## src/rrc_pkg.sv

```systemverilog
// rrc_pkg: addresses, reset values, codes and cycle costs for the reset/remap block.
// assumes a single 100 MHz core clock domain and AXI4-Lite register access.
package rrc_pkg;
   // register byte addresses
   localparam logic [31:0] RRC_ADDR_MIRROR = 32'hFFFF_0220;
   localparam logic [31:0] RRC_ADDR_STATUS = 32'hFFFF_0230;
   localparam logic [31:0] RRC_ADDR_CLEAR = 32'hFFFF_0234;
   localparam logic [31:0] RRC_ADDR_KEY_LOW = 32'hFFFF_0248;
   localparam logic [31:0] RRC_ADDR_RETAIN = 32'hFFFF_024C;
   localparam logic [31:0] RRC_ADDR_KEY_HIGH = 32'hFFFF_0250;
   // decoder results
   localparam logic [2:0] RRC_SEL_NONE = 3'h0;
   localparam logic [2:0] RRC_SEL_MIRROR = 3'h1;
   localparam logic [2:0] RRC_SEL_STATUS = 3'h2;
   localparam logic [2:0] RRC_SEL_CLEAR = 3'h3;
   localparam logic [2:0] RRC_SEL_KEY_LOW = 3'h4;
   localparam logic [2:0] RRC_SEL_RETAIN = 3'h5;
   localparam logic [2:0] RRC_SEL_KEY_HIGH = 3'h6;
   // reset values and field positions
   localparam logic [7:0] RRC_RST_MIRROR = 8'h00;
   localparam logic [7:0] RRC_RST_STATUS = 8'h01;
   localparam logic [7:0] RRC_RST_RETAIN = 8'h05;
   localparam int RRC_BIT_MIRROR = 0;
   localparam int RRC_BIT_POR = 0;
   localparam int RRC_BIT_WDT = 1;
   localparam int RRC_BIT_SW = 2;
   localparam int RRC_BIT_KEEP_GPIO = 0;
   localparam int RRC_BIT_KEEP_DAC = 2;
   localparam logic [7:0] RRC_CAUSE_EXT = 8'h00;
   localparam logic [7:0] RRC_CAUSE_WDT = 8'h02;
   localparam logic [7:0] RRC_CAUSE_SW = 8'h04;
   localparam logic [7:0] RRC_STATUS_MASK = 8'h07;
   localparam logic [7:0] RRC_RETAIN_MASK = 8'h05;
   localparam logic [7:0] RRC_KEY_FIRST = 8'h76;
   localparam logic [7:0] RRC_KEY_FINAL = 8'hB1;
   // cycle counts
   localparam logic [4:0] RRC_RESET_HOLD_CYC = 5'h04;
   localparam logic [7:0] RRC_SRAM_FETCH_CYC = 8'h01;
   localparam logic [7:0] RRC_SRAM_DATA_CYC = 8'h01;
   localparam logic [7:0] RRC_FLASH_DATA_CYC = 8'h03;
   localparam logic [7:0] RRC_SRAM_REFILL_CYC = 8'h02;
   localparam logic [7:0] RRC_FLASH_FETCH_WIDE_CYC = 8'h02;
   localparam logic [7:0] RRC_FLASH_FETCH_NARROW_CYC = 8'h01;
   localparam logic [7:0] RRC_FLASH_DEAD_CYC = 8'h01;
   localparam logic [7:0] RRC_FLASH_WORD_CYC = 8'h02;
   localparam logic [7:0] RRC_FLASH_HALF_CYC = 8'h01;
   localparam logic [7:0] RRC_FLASH_PC_DECODE_CYC = 8'h01;
   localparam logic [7:0] RRC_FLASH_REFILL_CYC = 8'h04;
   localparam logic [4:0] RRC_MAX_XFER = 5'h10;
   // boot sequencer
   typedef enum logic [1:0] {
      RRC_BOOT_HOLD = 2'b00,
      RRC_BOOT_KERNEL = 2'b01,
      RRC_BOOT_USER = 2'b10,
      RRC_BOOT_DOWNLOAD = 2'b11
   } rrc_boot_t;
endpackage

```

## src/rrc_reset_remap.sv

```systemverilog
// rrc_reset_remap: reset cause record, retention config, low-memory mirror, boot
// sequencing and memory access cost, behind an AXI4-Lite slave.
// assumes rst_b is the power-on reset, synchronous to clock; pins arrive unsynchronised.
//
// Decided for this implementation: register access over AXI4-Lite.
`timescale 1ns/10ps
`default_nettype none
module rrc_reset_remap #(
   parameter logic [31:0] MIRROR_LAST_ADDR = 32'h0000_0020
) (
   input wire logic clock,
   input wire logic rst_b,
   input wire logic [31:0] s_axi_awaddr,
   input wire logic s_axi_awvalid,
   output logic s_axi_awready,
   input wire logic [31:0] s_axi_wdata,
   input wire logic [3:0] s_axi_wstrb,
   input wire logic s_axi_wvalid,
   output logic s_axi_wready,
   output logic [1:0] s_axi_bresp,
   output logic s_axi_bvalid,
   input wire logic s_axi_bready,
   input wire logic [31:0] s_axi_araddr,
   input wire logic s_axi_arvalid,
   output logic s_axi_arready,
   output logic [31:0] s_axi_rdata,
   output logic [1:0] s_axi_rresp,
   output logic s_axi_rvalid,
   input wire logic s_axi_rready,
   input wire logic ext_reset_pin_b,
   input wire logic boot_mode_pin,
   input wire logic wdt_timeout,
   input wire logic kernel_done,
   output logic kernel_active,
   output logic vector_jump,
   input wire logic user_kernel_req,
   output logic kernel_access_deny,
   input wire logic [31:0] fetch_addr,
   input wire logic [31:0] data_addr,
   output logic fetch_sel_sram,
   output logic data_sel_sram,
   output logic sys_reset,
   output logic gpio_reset,
   output logic dac_reset,
   output logic mirror_sram,
   input wire logic cost_req,
   input wire logic cost_exec_flash,
   input wire logic cost_wide_instr,
   input wire logic cost_has_data,
   input wire logic cost_data_flash,
   input wire logic cost_data_word,
   input wire logic cost_ctrl_flow,
   input wire logic [4:0] cost_count,
   input wire logic [2:0] core_clock_divider,
   output logic cost_valid,
   output logic [7:0] cost_cycles
);

   ////////////////////////////////////////////////////////////////////////////////
   // functions

   function automatic logic [2:0] rrc_decode(input logic [31:0] addr);
      case ({addr[31:2], 2'b00})
         rrc_pkg::RRC_ADDR_MIRROR: rrc_decode = rrc_pkg::RRC_SEL_MIRROR;
         rrc_pkg::RRC_ADDR_STATUS: rrc_decode = rrc_pkg::RRC_SEL_STATUS;
         rrc_pkg::RRC_ADDR_CLEAR: rrc_decode = rrc_pkg::RRC_SEL_CLEAR;
         rrc_pkg::RRC_ADDR_KEY_LOW: rrc_decode = rrc_pkg::RRC_SEL_KEY_LOW;
         rrc_pkg::RRC_ADDR_RETAIN: rrc_decode = rrc_pkg::RRC_SEL_RETAIN;
         rrc_pkg::RRC_ADDR_KEY_HIGH: rrc_decode = rrc_pkg::RRC_SEL_KEY_HIGH;
         default: rrc_decode = rrc_pkg::RRC_SEL_NONE;
      endcase
   endfunction

   function automatic logic rrc_in_mirror(input logic [31:0] addr);
      rrc_in_mirror = (addr <= MIRROR_LAST_ADDR);
   endfunction

   // cost of one instruction in core cycles
   function automatic logic [7:0] rrc_cost(input logic exec_flash, input logic wide,
         input logic has_data, input logic data_flash, input logic word,
         input logic ctrl, input logic [4:0] cnt, input logic [2:0] cd);
      logic [7:0] n;
      logic [7:0] total;
      n = (cnt == 5'h00) ? 8'h01 : ((cnt > rrc_pkg::RRC_MAX_XFER) ?
         8'(rrc_pkg::RRC_MAX_XFER) : 8'(cnt));
      total = 8'h00;
      if (!exec_flash) begin
         total = rrc_pkg::RRC_SRAM_FETCH_CYC;
         if (has_data) begin
            total = total + 8'(n * (data_flash ? rrc_pkg::RRC_FLASH_DATA_CYC :
               rrc_pkg::RRC_SRAM_DATA_CYC));
         end
         if (ctrl) begin
            total = total + rrc_pkg::RRC_SRAM_REFILL_CYC;
         end
      end else begin
         // slower divided clocks fit a whole wide fetch into one cycle
         total = (wide && cd == 3'h0) ? rrc_pkg::RRC_FLASH_FETCH_WIDE_CYC :
            rrc_pkg::RRC_FLASH_FETCH_NARROW_CYC;
         if (has_data && data_flash) begin
            total = total + 8'(n * (rrc_pkg::RRC_FLASH_DEAD_CYC + (word ?
               rrc_pkg::RRC_FLASH_WORD_CYC : rrc_pkg::RRC_FLASH_HALF_CYC) +
               rrc_pkg::RRC_FLASH_DEAD_CYC));
         end else if (has_data) begin
            total = total + 8'(n * rrc_pkg::RRC_SRAM_DATA_CYC);
         end
         if (ctrl) begin
            total = total + rrc_pkg::RRC_FLASH_PC_DECODE_CYC +
               rrc_pkg::RRC_FLASH_REFILL_CYC;
         end
      end
      rrc_cost = total;
   endfunction

   ////////////////////////////////////////////////////////////////////////////////
   // pin synchronisers

   logic ext_meta;
   logic ext_sync;
   logic boot_meta;
   logic boot_sync;

   always_ff @(posedge clock) begin
      if (!rst_b) begin
         ext_meta <= 1'b1;
         ext_sync <= 1'b1;
         boot_meta <= 1'b0;
         boot_sync <= 1'b0;
      end else begin
         ext_meta <= ext_reset_pin_b;
         ext_sync <= ext_meta;
         boot_meta <= boot_mode_pin;
         boot_sync <= boot_meta;
      end
   end

   ////////////////////////////////////////////////////////////////////////////////
   // axi4-lite slave, one write and one read at a time

   logic aw_held;
   logic w_held;
   logic [31:0] aw_addr_q;
   logic [31:0] w_data_q;
   logic [3:0] w_strb_q;
   logic wr_fire;
   logic [2:0] wr_sel;
   logic [7:0] wb;
   logic wr_lane;
   logic [2:0] rd_sel;
   logic [7:0] mirror_reg;
   logic [7:0] status;
   logic [7:0] retain;

   assign s_axi_awready = !aw_held && !s_axi_bvalid;
   assign s_axi_wready = !w_held && !s_axi_bvalid;
   assign s_axi_arready = !s_axi_rvalid;
   assign wr_fire = aw_held && w_held && !s_axi_bvalid;
   assign wr_sel = rrc_decode(aw_addr_q);
   assign wb = w_data_q[7:0];
   assign wr_lane = wr_fire && w_strb_q[0];
   assign rd_sel = rrc_decode(s_axi_araddr);

   always_ff @(posedge clock) begin
      if (!rst_b) begin
         aw_held <= 1'b0;
         w_held <= 1'b0;
         aw_addr_q <= 32'h0000_0000;
         w_data_q <= 32'h0000_0000;
         w_strb_q <= 4'h0;
         s_axi_bvalid <= 1'b0;
         s_axi_bresp <= 2'h0;
      end else begin
         if (s_axi_awvalid && s_axi_awready) begin
            aw_held <= 1'b1;
            aw_addr_q <= s_axi_awaddr;
         end
         if (s_axi_wvalid && s_axi_wready) begin
            w_held <= 1'b1;
            w_data_q <= s_axi_wdata;
            w_strb_q <= s_axi_wstrb;
         end
         if (wr_fire) begin
            aw_held <= 1'b0;
            w_held <= 1'b0;
            s_axi_bvalid <= 1'b1;
            s_axi_bresp <= (wr_sel == rrc_pkg::RRC_SEL_NONE) ? 2'h3 : 2'h0;
         end else if (s_axi_bvalid && s_axi_bready) begin
            s_axi_bvalid <= 1'b0;
         end
      end
   end

   always_ff @(posedge clock) begin
      if (!rst_b) begin
         s_axi_rvalid <= 1'b0;
         s_axi_rdata <= 32'h0000_0000;
         s_axi_rresp <= 2'h0;
      end else if (s_axi_arvalid && s_axi_arready) begin
         s_axi_rvalid <= 1'b1;
         s_axi_rresp <= (rd_sel == rrc_pkg::RRC_SEL_NONE) ? 2'h3 : 2'h0;
         case (rd_sel)
            rrc_pkg::RRC_SEL_MIRROR: s_axi_rdata <= {24'h00_0000, mirror_reg};
            rrc_pkg::RRC_SEL_STATUS: s_axi_rdata <= {24'h00_0000, status};
            rrc_pkg::RRC_SEL_RETAIN: s_axi_rdata <= {24'h00_0000, retain};
            default: s_axi_rdata <= 32'h0000_0000;
         endcase
      end else if (s_axi_rvalid && s_axi_rready) begin
         s_axi_rvalid <= 1'b0;
      end
   end

   ////////////////////////////////////////////////////////////////////////////////
   // reset sources and cause record

   logic ext_evt;
   logic wdt_evt;
   logic sw_evt;
   logic any_evt;
   logic [4:0] hold_cnt;
   logic [4:0] next_hold_cnt;
   logic hold_full;
   logic next_hold_full;

   assign ext_evt = !ext_sync;
   assign wdt_evt = wdt_timeout;
   assign sw_evt = wr_lane && wr_sel == rrc_pkg::RRC_SEL_STATUS && wb[rrc_pkg::RRC_BIT_SW];
   assign any_evt = ext_evt || wdt_evt || sw_evt;

   always_ff @(posedge clock) begin
      if (!rst_b) begin
         status <= rrc_pkg::RRC_RST_STATUS;
      end else if (ext_evt) begin
         status <= rrc_pkg::RRC_CAUSE_EXT;
      end else if (wdt_evt) begin
         status <= rrc_pkg::RRC_CAUSE_WDT;
      end else if (sw_evt) begin
         status <= rrc_pkg::RRC_CAUSE_SW;
      end else if (wr_lane && wr_sel == rrc_pkg::RRC_SEL_CLEAR) begin
         status <= status & ~(wb & rrc_pkg::RRC_STATUS_MASK);
      end
   end

   // pin reset restarts the hold every cycle the pin stays low
   always_comb begin
      next_hold_cnt = hold_cnt;
      next_hold_full = hold_full;
      if (any_evt) begin
         next_hold_cnt = rrc_pkg::RRC_RESET_HOLD_CYC;
         next_hold_full = ext_evt;
      end else if (hold_cnt != 5'h00) begin
         next_hold_cnt = hold_cnt - 5'h01;
      end
   end

   always_ff @(posedge clock) begin
      if (!rst_b) begin
         hold_cnt <= rrc_pkg::RRC_RESET_HOLD_CYC;
         hold_full <= 1'b1;
         sys_reset <= 1'b1;
         gpio_reset <= 1'b1;
         dac_reset <= 1'b1;
      end else begin
         hold_cnt <= next_hold_cnt;
         hold_full <= next_hold_full;
         sys_reset <= next_hold_cnt != 5'h00;
         gpio_reset <= (next_hold_cnt != 5'h00) &&
            (next_hold_full || !retain[rrc_pkg::RRC_BIT_KEEP_GPIO]);
         dac_reset <= (next_hold_cnt != 5'h00) &&
            (next_hold_full || !retain[rrc_pkg::RRC_BIT_KEEP_DAC]);
      end
   end

   ////////////////////////////////////////////////////////////////////////////////
   // retention config behind key sequence

   logic [1:0] key_step;
   logic [7:0] retain_stage;

   // the staged value is masked, so reserved bits always read zero
   always_ff @(posedge clock) begin
      if (!rst_b) begin
         key_step <= 2'h0;
         retain_stage <= rrc_pkg::RRC_RST_RETAIN;
         retain <= rrc_pkg::RRC_RST_RETAIN;
      end else if (any_evt) begin
         key_step <= 2'h0;
      end else if (wr_lane) begin
         case (wr_sel)
            rrc_pkg::RRC_SEL_KEY_LOW: begin
               key_step <= (wb == rrc_pkg::RRC_KEY_FIRST) ? 2'h1 : 2'h0;
            end
            rrc_pkg::RRC_SEL_RETAIN: begin
               if (key_step == 2'h1) begin
                  retain_stage <= wb & rrc_pkg::RRC_RETAIN_MASK;
                  key_step <= 2'h2;
               end else begin
                  key_step <= 2'h0;
               end
            end
            rrc_pkg::RRC_SEL_KEY_HIGH: begin
               if (key_step == 2'h2 && wb == rrc_pkg::RRC_KEY_FINAL) begin
                  retain <= retain_stage;
               end
               key_step <= 2'h0;
            end
            default: begin
            end
         endcase
      end
   end

   ////////////////////////////////////////////////////////////////////////////////
   // low-memory mirror

   always_ff @(posedge clock) begin
      if (!rst_b) begin
         mirror_reg <= rrc_pkg::RRC_RST_MIRROR;
      end else if (any_evt) begin
         mirror_reg <= rrc_pkg::RRC_RST_MIRROR;
      end else if (wr_lane && wr_sel == rrc_pkg::RRC_SEL_MIRROR) begin
         mirror_reg <= {7'h00, wb[rrc_pkg::RRC_BIT_MIRROR]};
      end
   end

   // swapping while fetching from the low region is unsafe; software avoids it
   assign mirror_sram = mirror_reg[rrc_pkg::RRC_BIT_MIRROR];
   assign fetch_sel_sram = mirror_sram && rrc_in_mirror(fetch_addr);
   assign data_sel_sram = mirror_sram && rrc_in_mirror(data_addr);

   ////////////////////////////////////////////////////////////////////////////////
   // boot sequencer

   rrc_pkg::rrc_boot_t boot_state;

   always_ff @(posedge clock) begin
      if (!rst_b) begin
         boot_state <= rrc_pkg::RRC_BOOT_HOLD;
         vector_jump <= 1'b0;
      end else begin
         vector_jump <= 1'b0;
         if (any_evt) begin
            boot_state <= rrc_pkg::RRC_BOOT_HOLD;
         end else begin
            case (boot_state)
               rrc_pkg::RRC_BOOT_HOLD: begin
                  if (next_hold_cnt == 5'h00) begin
                     boot_state <= rrc_pkg::RRC_BOOT_KERNEL;
                  end
               end
               rrc_pkg::RRC_BOOT_KERNEL: begin
                  if (kernel_done) begin
                     boot_state <= boot_sync ? rrc_pkg::RRC_BOOT_USER :
                        rrc_pkg::RRC_BOOT_DOWNLOAD;
                     vector_jump <= boot_sync;
                  end
               end
               rrc_pkg::RRC_BOOT_USER: boot_state <= rrc_pkg::RRC_BOOT_USER;
               rrc_pkg::RRC_BOOT_DOWNLOAD: boot_state <= rrc_pkg::RRC_BOOT_DOWNLOAD;
               default: boot_state <= rrc_pkg::RRC_BOOT_HOLD;
            endcase
         end
      end
   end

   assign kernel_active = boot_state == rrc_pkg::RRC_BOOT_KERNEL;
   assign kernel_access_deny = user_kernel_req && !kernel_active;

   ////////////////////////////////////////////////////////////////////////////////
   // access cost

   always_ff @(posedge clock) begin
      if (!rst_b) begin
         cost_valid <= 1'b0;
         cost_cycles <= 8'h00;
      end else begin
         cost_valid <= cost_req;
         if (cost_req) begin
            cost_cycles <= rrc_cost(cost_exec_flash, cost_wide_instr, cost_has_data,
               cost_data_flash, cost_data_word, cost_ctrl_flow, cost_count,
               core_clock_divider);
         end
      end
   end
endmodule // rrc_reset_remap
`default_nettype wire

```

## config.mk

```make
export PLATFORM = sky130hd
export DESIGN_NAME = rrc_reset_remap
export DESIGN_NICKNAME = d
export VERILOG_FILES = /design/src/rrc_pkg.sv /design/src/rrc_reset_remap.sv
export SDC_FILE = /design/constraint.sdc
export NUM_CORES = 1
export LEC_CHECK = 0
export BUFFER_PORTS_ARGS = -buffer_cell sky130_fd_sc_hd__buf_2
export CAP_MARGIN = 20
export CORE_ASPECT_RATIO = 0.6
export CORE_MARGIN = 1.5
export CORE_UTILIZATION = 42
export DETAILED_ROUTE_END_ITERATION = 16
export MAX_ROUTING_LAYER = met4
export PLACE_DENSITY_LB_ADDON = 0.15
export SYNTH_ARGS = -nofsm -noshare
export SYNTH_HDL_FRONTEND = slang
export SYNTH_SLANG_ARGS = --single-unit
```

## constraint.sdc

```tcl
create_clock -name clock -period 3.8 [get_ports clock]
set_clock_uncertainty 0.05 [all_clocks]
set_input_delay 0.76 -clock clock [delete_from_list [all_inputs] [get_ports clock]]
set_output_delay 0.76 -clock clock [all_outputs]
set_load 0.01 [all_outputs]
```

Yosys cells after proc, flatten, opt, wreduce, memory -nomap -nowiden
Cells that the tools add are included.
{ "op_classes": {"n_addsub": 9, "mul": 2, "magnitude_cmp": 3, "n_eq_ne": 31, "n_mux": 40, "bitwise": 7, "reduce_logical": 57} }
{ "op_table": {"columns": ["op", "count"], "rows": [
  ["$eq 30x30->1 const B", 12],
  ["$mux 8", 11],
  ["$le 32x6->1 const B", 2],
  ["$pmux 3 s6", 2],
  ["$pmux 8 s3", 1],
  ["$logic_and 1x1->1", 22],
  ["$mux 5", 4],
  ["$mux 2", 9],
  ["$eq 3x3->1 const B", 4],
  ["$logic_not 5->1", 2],
  ["$reduce_bool 5->1", 2],
  ["$eq 3x2->1 const B", 3],
  ["$logic_not 3->1", 3],
  ["$add 1x7->8 const A", 1],
  ["$add 2x8->8", 1],
  ["$add 8x1->8 const B", 1],
  ["$add 8x2->8 const B", 1],
  ["$add 8x3->8 const B", 1],
  ["$and 8x8->8", 1],
  ["$eq 8x7->1 const B", 1],
  ["$eq 8x8->1 const B", 1],
  ["$logic_not 1->1", 8],
  ["$mul 5x4->8", 1],
  ["$mux 1", 8],
  ["26 further kinds", 47]
]} }
{ "word_totals": {"register_bits": 121, "input_bits": 191, "word_cells": 180} }

Logic depth before layout (Yosys ltp)
Gate-level depths: netlist of the first run.
{ "logic_depth": {"depth_word": 13, "mapped_depth": 16, "depth_no_buf": 16} }

Worst setup path before layout of the first run
No wires, ideal clock.
{ "synth_path": {"path_kind": "input port to flip-flop", "from": "input port cost_count[1]", "to": "register cost_cycles[6]", "setup_ps": 115, "arrival_time_ps": 3440, "path_slack_ps": 195, "cell_stages": 13, "n_path_buf": 0, "path_cell_list": "nor3_2 > nor2_1 > nor2_1 > mux2i_1 > nand2b_1 > fa_1 > nand2b_1 > a21oi_1 > xnor2_1 > a221o_1 > nor3_1 > xor2_1 > o21a_1"} }
{ "synth_via": {"elab_chain_len": 13, "word_cells_on_any_way": 24, "classes_between": "add/sub (6); mul (2); order compare (1); mux (14); reduce/logical (1)"} }
{ "synth_rtl": {"columns": ["element", "line", "rtl"], "rows": [
  ["start: declaration", "rrc_reset_remap.sv:53", "input wire logic [4:0] cost_count,"],
  ["$gt 5x5->1", "rrc_reset_remap.sv:84", "n = (cnt == 5'h00) ? 8'h01 : ((cnt > rrc_pkg::RRC_MAX_XFER) ?"],
  ["$mux 5", "rrc_reset_remap.sv:84", null],
  ["$mux 5 *", "rrc_reset_remap.sv:84", null],
  ["$mul 5x4->8 / $add 2x5->6 (equally long branches)", "rrc_reset_remap.sv:101, rrc_reset_remap.sv:105", null],
  ["$add 2x8->8 / $mux 6 (equally long branches)", "rrc_reset_remap.sv:101, rrc_reset_remap.sv:104", null],
  ["$mux 8", "rrc_reset_remap.sv:100", "if (has_data && data_flash) begin"],
  ["$mux 8", "rrc_reset_remap.sv:87", "if (!exec_flash) begin"],
  ["$mux 8", "rrc_reset_remap.sv:377", "if (cost_req) begin"],
  ["$mux 8", "rrc_reset_remap.sv:372", "if (!rst_b) begin"],
  ["$add 8x1->8", "rrc_reset_remap.sv:108", "total = total + rrc_pkg::RRC_FLASH_PC_DECODE_CYC +"],
  ["$add 8x3->8", "rrc_reset_remap.sv:108", null],
  ["$mux 8", "rrc_reset_remap.sv:107", "if (ctrl) begin"],
  ["$mux 8 *", "rrc_reset_remap.sv:87", null],
  ["end signal: assignment", "rrc_reset_remap.sv:378", "cost_cycles <= rrc_cost(cost_exec_flash, cost_wide_instr, cost_has_data,"],
  ["end: declaration", "rrc_reset_remap.sv:56", "output logic [7:0] cost_cycles"]
]} }
Every way passes the cells marked *; elsewhere a longest branch is shown, timed or not. The select of a mux whose other input is x is not followed.
A chain may end at the register's enable or synchronous reset.

Final worst setup path of the first run
{ "layout_path": {"from": "input port core_clock_divider[1]", "to": "register cost_cycles[6]"} }
{ "layout_via": {"elab_chain_len": 13, "word_cells_on_any_way": 14, "classes_between": "add/sub (4); mux (8); reduce/logical (2)"} }
{ "layout_rtl": {"columns": ["element", "line", "rtl"], "rows": [
  ["start: declaration", "rrc_reset_remap.sv:54", "input wire logic [2:0] core_clock_divider,"],
  ["$logic_not 3->1 *", "rrc_reset_remap.sv:98", "total = (wide && cd == 3'h0) ? rrc_pkg::RRC_FLASH_FETCH_WIDE_CYC :"],
  ["$logic_and 1x1->1 *", "rrc_reset_remap.sv:98", null],
  ["$mux 2 *", "rrc_reset_remap.sv:98", null],
  ["$add 2x5->6", "rrc_reset_remap.sv:105", "total = total + 8'(n * rrc_pkg::RRC_SRAM_DATA_CYC);"],
  ["$mux 6", "rrc_reset_remap.sv:104", "end else if (has_data) begin"],
  ["$mux 8 *", "rrc_reset_remap.sv:100", null],
  ["$mux 8 *", "rrc_reset_remap.sv:87", null],
  ["$mux 8 *", "rrc_reset_remap.sv:377", null],
  ["$mux 8 *", "rrc_reset_remap.sv:372", null],
  ["$add 8x1->8", "rrc_reset_remap.sv:108", null],
  ["$add 8x3->8", "rrc_reset_remap.sv:108", null],
  ["$mux 8 *", "rrc_reset_remap.sv:107", null],
  ["$mux 8 *", "rrc_reset_remap.sv:87", null]
]} }
Marks and branches as above.

==> results of run 1 <==
## synth_stat cells, types with 6 or more instances
library cell	count	area share, %
nand4_1	18	2.2
a211oi_1	6	0.88
ha_1	18	4.4
a21oi_1	62	6.1
clkbuf_1	27	2.0
and3_1	6	0.73
a31oi_1	8	0.98
nor2b_1	13	1.6
o211ai_1	6	0.88
dfxtp_1	83	32
nand2_1	133	9.8
nor4_1	15	1.8
and2_1	12	1.5
buf_4	31	4.5
mux2i_1	9	1.8
nand2b_1	9	1.1
nor2_1	51	3.7
inv_1	22	1.6
nand3_1	20	2.0
o21ai_0	17	1.7
xnor2_1	14	2.4
nor3_1	9	0.88
## metrics by stage
stage                     instances  worst slack (ns)  hold slack (ns)  power, uW  util, %
after floorplan                 700            0.1951           0.3363       1264        -
after global placement         1007          -0.04858           0.3430       1420    53.07
after detailed placement       1007          -0.09822           0.3498       1435    53.07
after CTS                      1022            0.2497           0.3642       2302    55.59
after global routing           1023         0.0003029           0.4009       2412    55.83
final                          1023            0.2231           0.3605       2296    55.83
## final cells by class
cell class,instances,share of cell area (%)
clock buffer,11,3.749
multi-input combinational,533,48.15
inverter,24,1.469
timing repair buffer,208,17.12
clock inverter,4,0.7536
sequential,83,25.66
tap,160,3.092
## power by group
part / internal [uW] / switching, uW
combinational: 204 / 271
sequential: 921 / 34.2
clock: 524 / 342
## cells by family after synthesis
family | Yosys count | synth area share, %
xor gates and xnor gates | 18 | 3.079
DFF | 83 | 32.45
buffers and inverters | 84 | 8.700
AOI/OAI and AO/OA | 136 | 16.74
and+or+nand+nor | 319 | 31.40
adders and majority gates | 21 | 5.572
muxes | 10 | 1.980
other | 1 | 0.07324
## path summary, 6_finish.rpt
path                              start                           to  depth (start not counted)
max reg2reg  aw_addr_q[29]$_SDFFE_PN0P_       hold_cnt[3]$_SDFF_PN0_                          6
max               core_clock_divider[1]  cost_cycles[6]$_SDFFE_PN0P_                         15
min reg2reg         ext_meta$_SDFF_PN1_          ext_sync$_SDFF_PN1_                          1
min                 ext_meta$_SDFF_PN1_          ext_sync$_SDFF_PN1_                          1
## routing by layer
layer	track usage [%]	vias up
met5	-	-
met4	4.545	0
met3	6.082	6
met2	32.64	183
met1	36.11	2415
li1	-	2670
## worst max-delay path, cell delays in order
cell	delay (ns)
buf_2	0.09
or4b_1	0.65
clkinv_4	0.09
ha_1	0.16
inv_1	0.06
fa_1	0.53
nand2_1	0.06
o211ai_1	0.11
o21ai_0	0.16
ha_1	0.28
o211ai_1	0.23
buf_4	0.16
nor3_1	0.05
xor2_1	0.18
o21a_1	0.17
==> flow_metrics.py, run 1 <==
metrics = {
    "routing": {
        "wl_per_cell_um": 15.18,
        "routed_wl_um": 15530,
        "drt_pass1_iterations": 5,
        "ant_nets": 0,
        "vias": 5274,
        "met3_length_um": 1022,
        "drtIter0Drc": 358,
        "routed.top_layer": "met4",
        "drcViolationCount": 0,
        "wl_met2_um": 6236,
        "wl_met1_um": 8181,
        "routed_via_density": 5.155,
    },
    "floorplan": {
        "rows": 30,
        "initial_core_util_pct": 44.14,
        "die_area_sq_um": 12880,
        "fp.dieW_um": 145.5,
        "die_y_um": 88.53,
        "io_pins": 250,
        "core_area_sq_um": 11600,
    },
    "finish": {
        "regArea_sq_um": 1662,
        "largest_reg_flops": 30,
        "nFillCells": 1119,
        "areaGrowthSynthToFinish_pct": 26.47,
        "num_antenna_cells": 0,
        "largest-register": "aw_addr_q",
        "stdcell_area_sq_um": 6475,
        "mostFrequentLayoutCells": "buf_2 (189), nand2_1 (133), dfxtp_1 (83)",
        "multiInputGateArea_sq_um": 3118,
        "nNetsFinal": 1071,
        "layout_commonest_cell": "buf_2",
        "drive_above_1_share_pct": 27.11,
        "largestRegisters": "aw_addr_q: 30 flops, cost_cycles: 8 flops, w_data_q: 8 flops",
    },
    "clock_tree": {
        "ctsRootBufferMaster": "clkbuf_16",
        "clk_latency_ns": 0.33,
        "cts_resized": 0,
        "cts_setup_buffers": 0,
        "cts_made_buffers": 9,
        "cts_tree": "yes",
        "cts_buffer_depth": 2,
        "cts.sinks": 83,
        "h-tree-depth": 3,
        "clk_pin_slew_ns": 0.06,
        "holdBufCountCts": 0,
    },
    "placed_design": {
        "dpl_cell_area_sq_um": 6156,
        "io_buffers": 189,
        "gp_congestion": 0.9762,
        "place_hpwl_um": 12430,
    },
    "yosys": {
        "syn_area_per_cell_sq_um": 7.619,
        "yosys_warnings": 0,
        "synth_ff_type": "dfxtp_1",
        "synth_cell_type_count": 68,
        "syn_inst": 672,
        "synth_area_sq_um": 5120,
        "ys_seq_elements": 83,
        "ys_seq_area_share_pct": 32.45,
        "async_reset_ff_share_pct": 0,
        "synth_edf_count": 0,
    },
    "timing": {
        "max_slew.worst_pin.slew_ns": 1.019,
        "fin_crit_sh_pct": 94.13,
        "setup_tns_ns": 0,
        "period_needed_ns": 3.577,
        "maxSlewViolCount": 0,
        "finalSetupViolCount": 0,
        "rsz0062_at_grt": "false",
        "max_freq_mhz": 279.6,
        "hold_violations": 0,
        "relSlewSlack_pct": 31.89,
    },
    "power": {
        "p_leak_uw": 0.002943,
        "ir_worst_vdd_mv": 0.2209,
        "p_per_area_nw_per_um2": 354.5,
    },
    "grt": {
        "grt_antenna_before_repair": 0,
        "grt_pass1_vias": 4716,
        "grt_pass1_wl_um": 23840,
        "overflow": 0,
        "grt_max_degree": 48,
        "gr-usage-all-layers_pct": 24.31,
    },
    "critical_path": {
        "required_ns": 3.98,
        "setup.worst_path.end_class": "flip-flop",
        "cp.arrival_ns": 3.76,
        "cp-start-kind": "primary input",
        "crit_type": "primary input to flip-flop",
        "r2r_slack_ns": 1.60,
        "critPathMaxFanout": 5,
    },
    "hold_path": {
        "min_path_type": "flip-flop to flip-flop",
    },
    "outcome": {
        "status": "completed",
    },
    "job": {
        "max_cap_violations": 0,
    },
}
Power figures use the tool's default switching activity.
==> run 2: changes to the inputs <==
--- a/config.mk
+++ b/config.mk
@@ -9,7 +9,7 @@
 export CAP_MARGIN = 20
 export CORE_ASPECT_RATIO = 0.6
 export CORE_MARGIN = 1.5
-export CORE_UTILIZATION = 42
+export CORE_UTILIZATION = 47
 export DETAILED_ROUTE_END_ITERATION = 16
 export MAX_ROUTING_LAYER = met4
 export PLACE_DENSITY_LB_ADDON = 0.15
==> constraint.sdc (replaced) <==
create_clock -name clock -period 4 [get_ports clock]
set_clock_uncertainty 0.05 [all_clocks]
set_input_delay 0.8 -clock clock [delete_from_list [all_inputs] [get_ports clock]]
set_output_delay 0.8 -clock clock [all_outputs]
set_load 0.01 [all_outputs]
==> flow_metrics.py, run 2 (synthesis results as in run 1) <==
metrics = {
    "job": {
        "max_cap_violations": 0,
    },
    "timing": {
        "max_freq_mhz": 273.6,
        "max_slew.worst_pin.slew_ns": 0.9600,
        "rsz0062_at_grt": "false",
        "relSlewSlack_pct": 35.84,
        "period_needed_ns": 3.655,
        "fin_crit_sh_pct": 91.38,
        "setup_tns_ns": 0,
        "maxSlewViolCount": 0,
        "finalSetupViolCount": 0,
        "hold_violations": 0,
    },
    "finish": {
        "num_antenna_cells": 0,
        "layout_commonest_cell": "buf_2",
        "nNetsFinal": 1060,
        "mostFrequentLayoutCells": "buf_2 (189), nand2_1 (133), dfxtp_1 (83)",
        "drive_above_1_share_pct": 26.20,
        "largestRegisters": "aw_addr_q: 30 flops, cost_cycles: 8 flops, w_data_q: 8 flops",
        "largest_reg_flops": 30,
        "fin_cells": 990,
        "largest-register": "aw_addr_q",
        "areaGrowthSynthToFinish_pct": 24.83,
    },
    "clock_tree": {
        "cts_resized": 0,
        "cts_buffer_depth": 2,
        "ctsRootBufferMaster": "clkbuf_16",
        "cts_made_buffers": 9,
        "holdBufCountCts": 0,
        "h-tree-depth": 3,
        "clk_pin_slew_ns": 0.06,
        "cts_tree": "yes",
        "clk_latency_ns": 0.34,
        "cts.sinks": 83,
        "cts_setup_buffers": 0,
    },
    "floorplan": {
        "die_area_sq_um": 11550,
        "rows": 29,
        "io_pins": 250,
        "die_y_um": 83.85,
        "initial_core_util_pct": 48.32,
        "core_area_sq_um": 10600,
        "fp.dieW_um": 137.7,
    },
    "routing": {
        "routed_wl_um": 14330,
        "drcViolationCount": 0,
        "vias": 5241,
        "wl_per_cell_um": 14.47,
        "drt_pass1_iterations": 5,
        "ant_nets": 0,
        "routed_via_density": 5.294,
        "drtIter0Drc": 348,
    },
    "power": {
        "finalPower_uw": 2251,
        "ir_worst_vdd_mv": 0.2330,
        "p_leak_uw": 0.002900,
        "p_per_area_nw_per_um2": 352.2,
    },
    "placed_design": {
        "gp_congestion": 0.9177,
        "place_hpwl_um": 11420,
        "dp_cells": 975,
        "io_buffers": 189,
    },
    "grt": {
        "overflow": 0,
        "grt_pass1_wl_um": 22510,
        "grt_pass1_vias": 4607,
        "gr-usage-all-layers_pct": 25.43,
        "grt_antenna_before_repair": 0,
        "grt_max_degree": 52,
    },
    "critical_path": {
        "crit_type": "primary input to flip-flop",
        "critPathMaxFanout": 5,
        "required_ns": 4.14,
        "cp.arrival_ns": 3.80,
        "setup.worst_path.end_class": "flip-flop",
        "cp-start-kind": "primary input",
    },
    "outcome": {
        "status": "completed",
    },
    "hold_path": {
        "min_path_type": "flip-flop to flip-flop",
    },
}
## run 2: cell count changes in the layout (fill, tap and decap cells not counted)
| cell | previous run | this run |
|---|---|---|
| clkinv_4 | 1 | 2 |
| clkinv_2 | 2 | 1 |
| inv_6 | 1 | 0 |
| clkbuf_1 | 1 | 0 |
| clkbuf_8 | 1 | 0 |
| buf_16 | 1 | 0 |
| buf_4 | 18 | 7 |
| bufinv_16 | 1 | 3 |
| buf_8 | 0 | 1 |
## run 2: worst max-delay path: stages
cell and delay (ns):
buf_2 0.09, or4b_1 0.67, clkinv_4 0.10, ha_1 0.17, inv_1 0.07, fa_1 0.56
nand2_1 0.07, o211ai_1 0.10, o21ai_0 0.16, ha_1 0.27, o211ai_1 0.31, xnor2_1 0.18
a2bb2oi_1 0.18, a21oi_1 0.08
## run 2: stage by stage
stage | cell area, sq um | setup slack (ns) | util (%) | hold WS, ns
detailed placement | 6047 | 0.04029 | 57.07 | 0.3478
global placement | 6047 | 0.1287 | 57.07 | 0.3453
global route | 6391 | 0.06655 | 60.32 | 0.3979
floorplan | 5225 | 0.3551 | - | 0.3363
finish | 6391 | 0.3450 | 60.32 | 0.3582
CTS | 6376 | 0.3842 | 60.18 | 0.3615
## run 2: worst paths after layout
kind	start	slack, ns	cells past startpoint	endpoint
setup / recovery	core_clock_divider[1]	0.34	14	cost_cycles[4]$_SDFFE_PN0P_
hold / removal	ext_meta$_SDFF_PN1_	0.36	1	ext_sync$_SDFF_PN1_
setup reg to reg	aw_addr_q[26]$_SDFFE_PN0P_	1.80	7	boot_state[0]$_SDFFE_PP0P_
hold reg to reg	ext_meta$_SDFF_PN1_	0.36	1	ext_sync$_SDFF_PN1_
## run 2: power breakdown
| part | switching, uW | internal [uW] |
|---|---|---|
| Combinational | 246 | 183 |
| Clock | 312 | 602 |
| Sequential | 33.4 | 875 |
## run 2: area by class of cell
type | count | area [sq um]
multi-input combinational | 533 | 3118
fill | 998 | 4204
clock buffer | 9 | 225.2
inverter | 24 | 95.09
timing repair buffer | 197 | 1013
clock inverter | 5 | 103.9
sequential | 83 | 1662
tap | 139 | 173.9
## run 2: layer usage
metal	GRT usage, %	vias up	routed length (um)
li1	-	2648	-
met1	40.53	2384	7504
met2	32.95	197	5616
met3	4.614	12	1094
met4	4.356	0	116
met5	-	-	0
==> run 3: changes to the inputs <==
--- a/config.mk
+++ b/config.mk
@@ -13,6 +13,7 @@
 export DETAILED_ROUTE_END_ITERATION = 16
 export MAX_ROUTING_LAYER = met4
 export PLACE_DENSITY_LB_ADDON = 0.15
+export REMOVE_ABC_BUFFERS = 1
 export SYNTH_ARGS = -nofsm -noshare
 export SYNTH_HDL_FRONTEND = slang
 export SYNTH_SLANG_ARGS = --single-unit
==> flow_metrics.py, run 3 (synthesis results as in run 1) <==
metrics = {
    "grt": {
        "gr-max-usage-layer": "met1",
        "met3_usage_pct": 5.768,
        "grt_antenna_before_repair": 1,
        "grt_pass1_wl_um": 22460,
        "gr-usage-met1_pct": 37.60,
        "grt_pass1_vias": 4618,
        "grt_max_degree": 52,
        "overflow": 0,
        "gr-usage-all-layers_pct": 25.25,
        "use_met2_pct": 34.00,
    },
    "routing": {
        "drt_pass1_iterations": 5,
        "vias": 5272,
        "ant_nets": 0,
        "drcViolationCount": 0,
        "drtIter0Drc": 338,
        "routed_wl_um": 14010,
        "wl_per_cell_um": 14.15,
        "routed_via_density": 5.325,
    },
    "placed_design": {
        "gp_congestion": 0.9034,
        "dp_worst_setup_slack_ns": 0.05976,
        "dpl_cell_area_sq_um": 6032,
        "place_hpwl_um": 10910,
        "io_buffers": 189,
    },
    "finish": {
        "areaGrowthSynthToFinish_pct": 24.12,
        "mostFrequentLayoutCells": "buf_2 (189), nand2_1 (133), dfxtp_1 (83)",
        "stdcell_area_sq_um": 6355,
        "layout_commonest_cell": "buf_2",
        "nNetsFinal": 1057,
        "largest-register": "aw_addr_q",
        "largest_reg_flops": 30,
        "largestRegisters": "aw_addr_q: 30 flops, cost_cycles: 8 flops, w_data_q: 8 flops",
        "drive_above_1_share_pct": 25.88,
    },
    "floorplan": {
        "fp.dieW_um": 137.7,
        "die_area_sq_um": 11550,
        "die_y_um": 83.85,
        "io_pins": 250,
        "core_area_sq_um": 10600,
        "rows": 29,
        "initial_core_util_pct": 48.32,
    },
    "timing": {
        "relSlewSlack_pct": 27.71,
        "hold_violations": 0,
        "worst_slack_ns": 0.3371,
        "finalSetupViolCount": 0,
        "period_needed_ns": 3.663,
        "fin_hold_ws_ns": 0.3608,
        "max_freq_mhz": 273.0,
        "rsz0062_at_grt": "false",
        "max_slew.worst_pin.slew_ns": 1.084,
        "fin_crit_sh_pct": 91.57,
        "maxSlewViolCount": 0,
        "setup_tns_ns": 0,
    },
    "clock_tree": {
        "cts.sinks": 83,
        "holdBufCountCts": 0,
        "cts_resized": 0,
        "cts_setup_buffers": 0,
        "ctsRootBufferMaster": "clkbuf_16",
        "cts_made_buffers": 9,
        "clk_pin_slew_ns": 0.06,
        "cts_buffer_depth": 2,
        "h-tree-depth": 3,
        "cts_tree": "yes",
        "clk_latency_ns": 0.33,
    },
    "hold_path": {
        "min_path_type": "flip-flop to flip-flop",
    },
    "critical_path": {
        "cp_slowest_stage_delay_ns": 0.67,
        "critPathSlowestCell": "or4b_1",
        "cp.arrival_ns": 3.80,
        "cp-start-kind": "primary input",
        "setup.worst_path.end_class": "flip-flop",
        "required_ns": 4.14,
        "crit_type": "primary input to flip-flop",
        "path_cells": "buf_2, or4b_1, clkinv_4, ha_1, inv_1, fa_1, nand2_1, o211ai_1, o21ai_0, ha_1, o211ai_1, xnor2_1, a2bb2oi_1, a21oi_1",
        "critPathMaxFanout": 5,
    },
    "power": {
        "p_leak_uw": 0.002877,
        "ir_worst_vdd_mv": 0.2505,
        "finalPower_uw": 2211,
        "p_per_area_nw_per_um2": 347.9,
    },
    "job": {
        "max_cap_violations": 0,
    },
    "outcome": {
        "status": "completed",
    },
}
-- run 3: area by class of cell --
cell class / count / area, sq um
fill: 1022 / 4240
multi-input combinational: 533 / 3118
sequential: 83 / 1662
timing repair buffer: 194 / 983.4
clock buffer: 12 / 246.5
tap: 139 / 173.9
inverter: 24 / 95.09
clock inverter: 4 / 73.82
antenna: 1 / 2.502
-- run 3: final timing paths --
path / startpoint / end / slack [ns] / cells past startpoint
worst max-delay path: core_clock_divider[1] / cost_cycles[4]$_SDFFE_PN0P_ / 0.34 / 14
worst min-delay path: ext_meta$_SDFF_PN1_ / ext_sync$_SDFF_PN1_ / 0.36 / 1
worst max register to register: aw_addr_q[25]$_SDFFE_PN0P_ / hold_cnt[3]$_SDFF_PN0_ / 1.78 / 6
worst min register to register: ext_meta$_SDFF_PN1_ / ext_sync$_SDFF_PN1_ / 0.36 / 1
-- run 3: stage by stage --
stage | cells | util [%]
2_1_floorplan | 640 | -
3_3_place_gp | 973 | 56.93
3_5_place_dp | 973 | 56.93
4_1_cts | 989 | 59.96
5_1_grt | 990 | 59.98
6_report | 990 | 59.98
-- run 3: power breakdown --
group	switching (uW)	internal [uW]
Clock	316	564
Sequential	32.7	875
Combinational	243	180
-- run 3: per-layer routing --
metal  vias up  part of all wire [%]
met4         0                   1.3
met1      2406                    50
met5         -                     0
li1       2641                     -
met3        17                   8.4
met2       208                    41
-- run 3: worst max-delay path: cells and delay by family --
| kind | cells | cell delay [ns] |
|---|---|---|
| xor+xnor | 1 | 0.17 |
| buf+inv | 3 | 0.28 |
| compound gates | 5 | 0.83 |
| fa+ha+maj | 3 | 0.99 |
| simple gates | 2 | 0.73 |
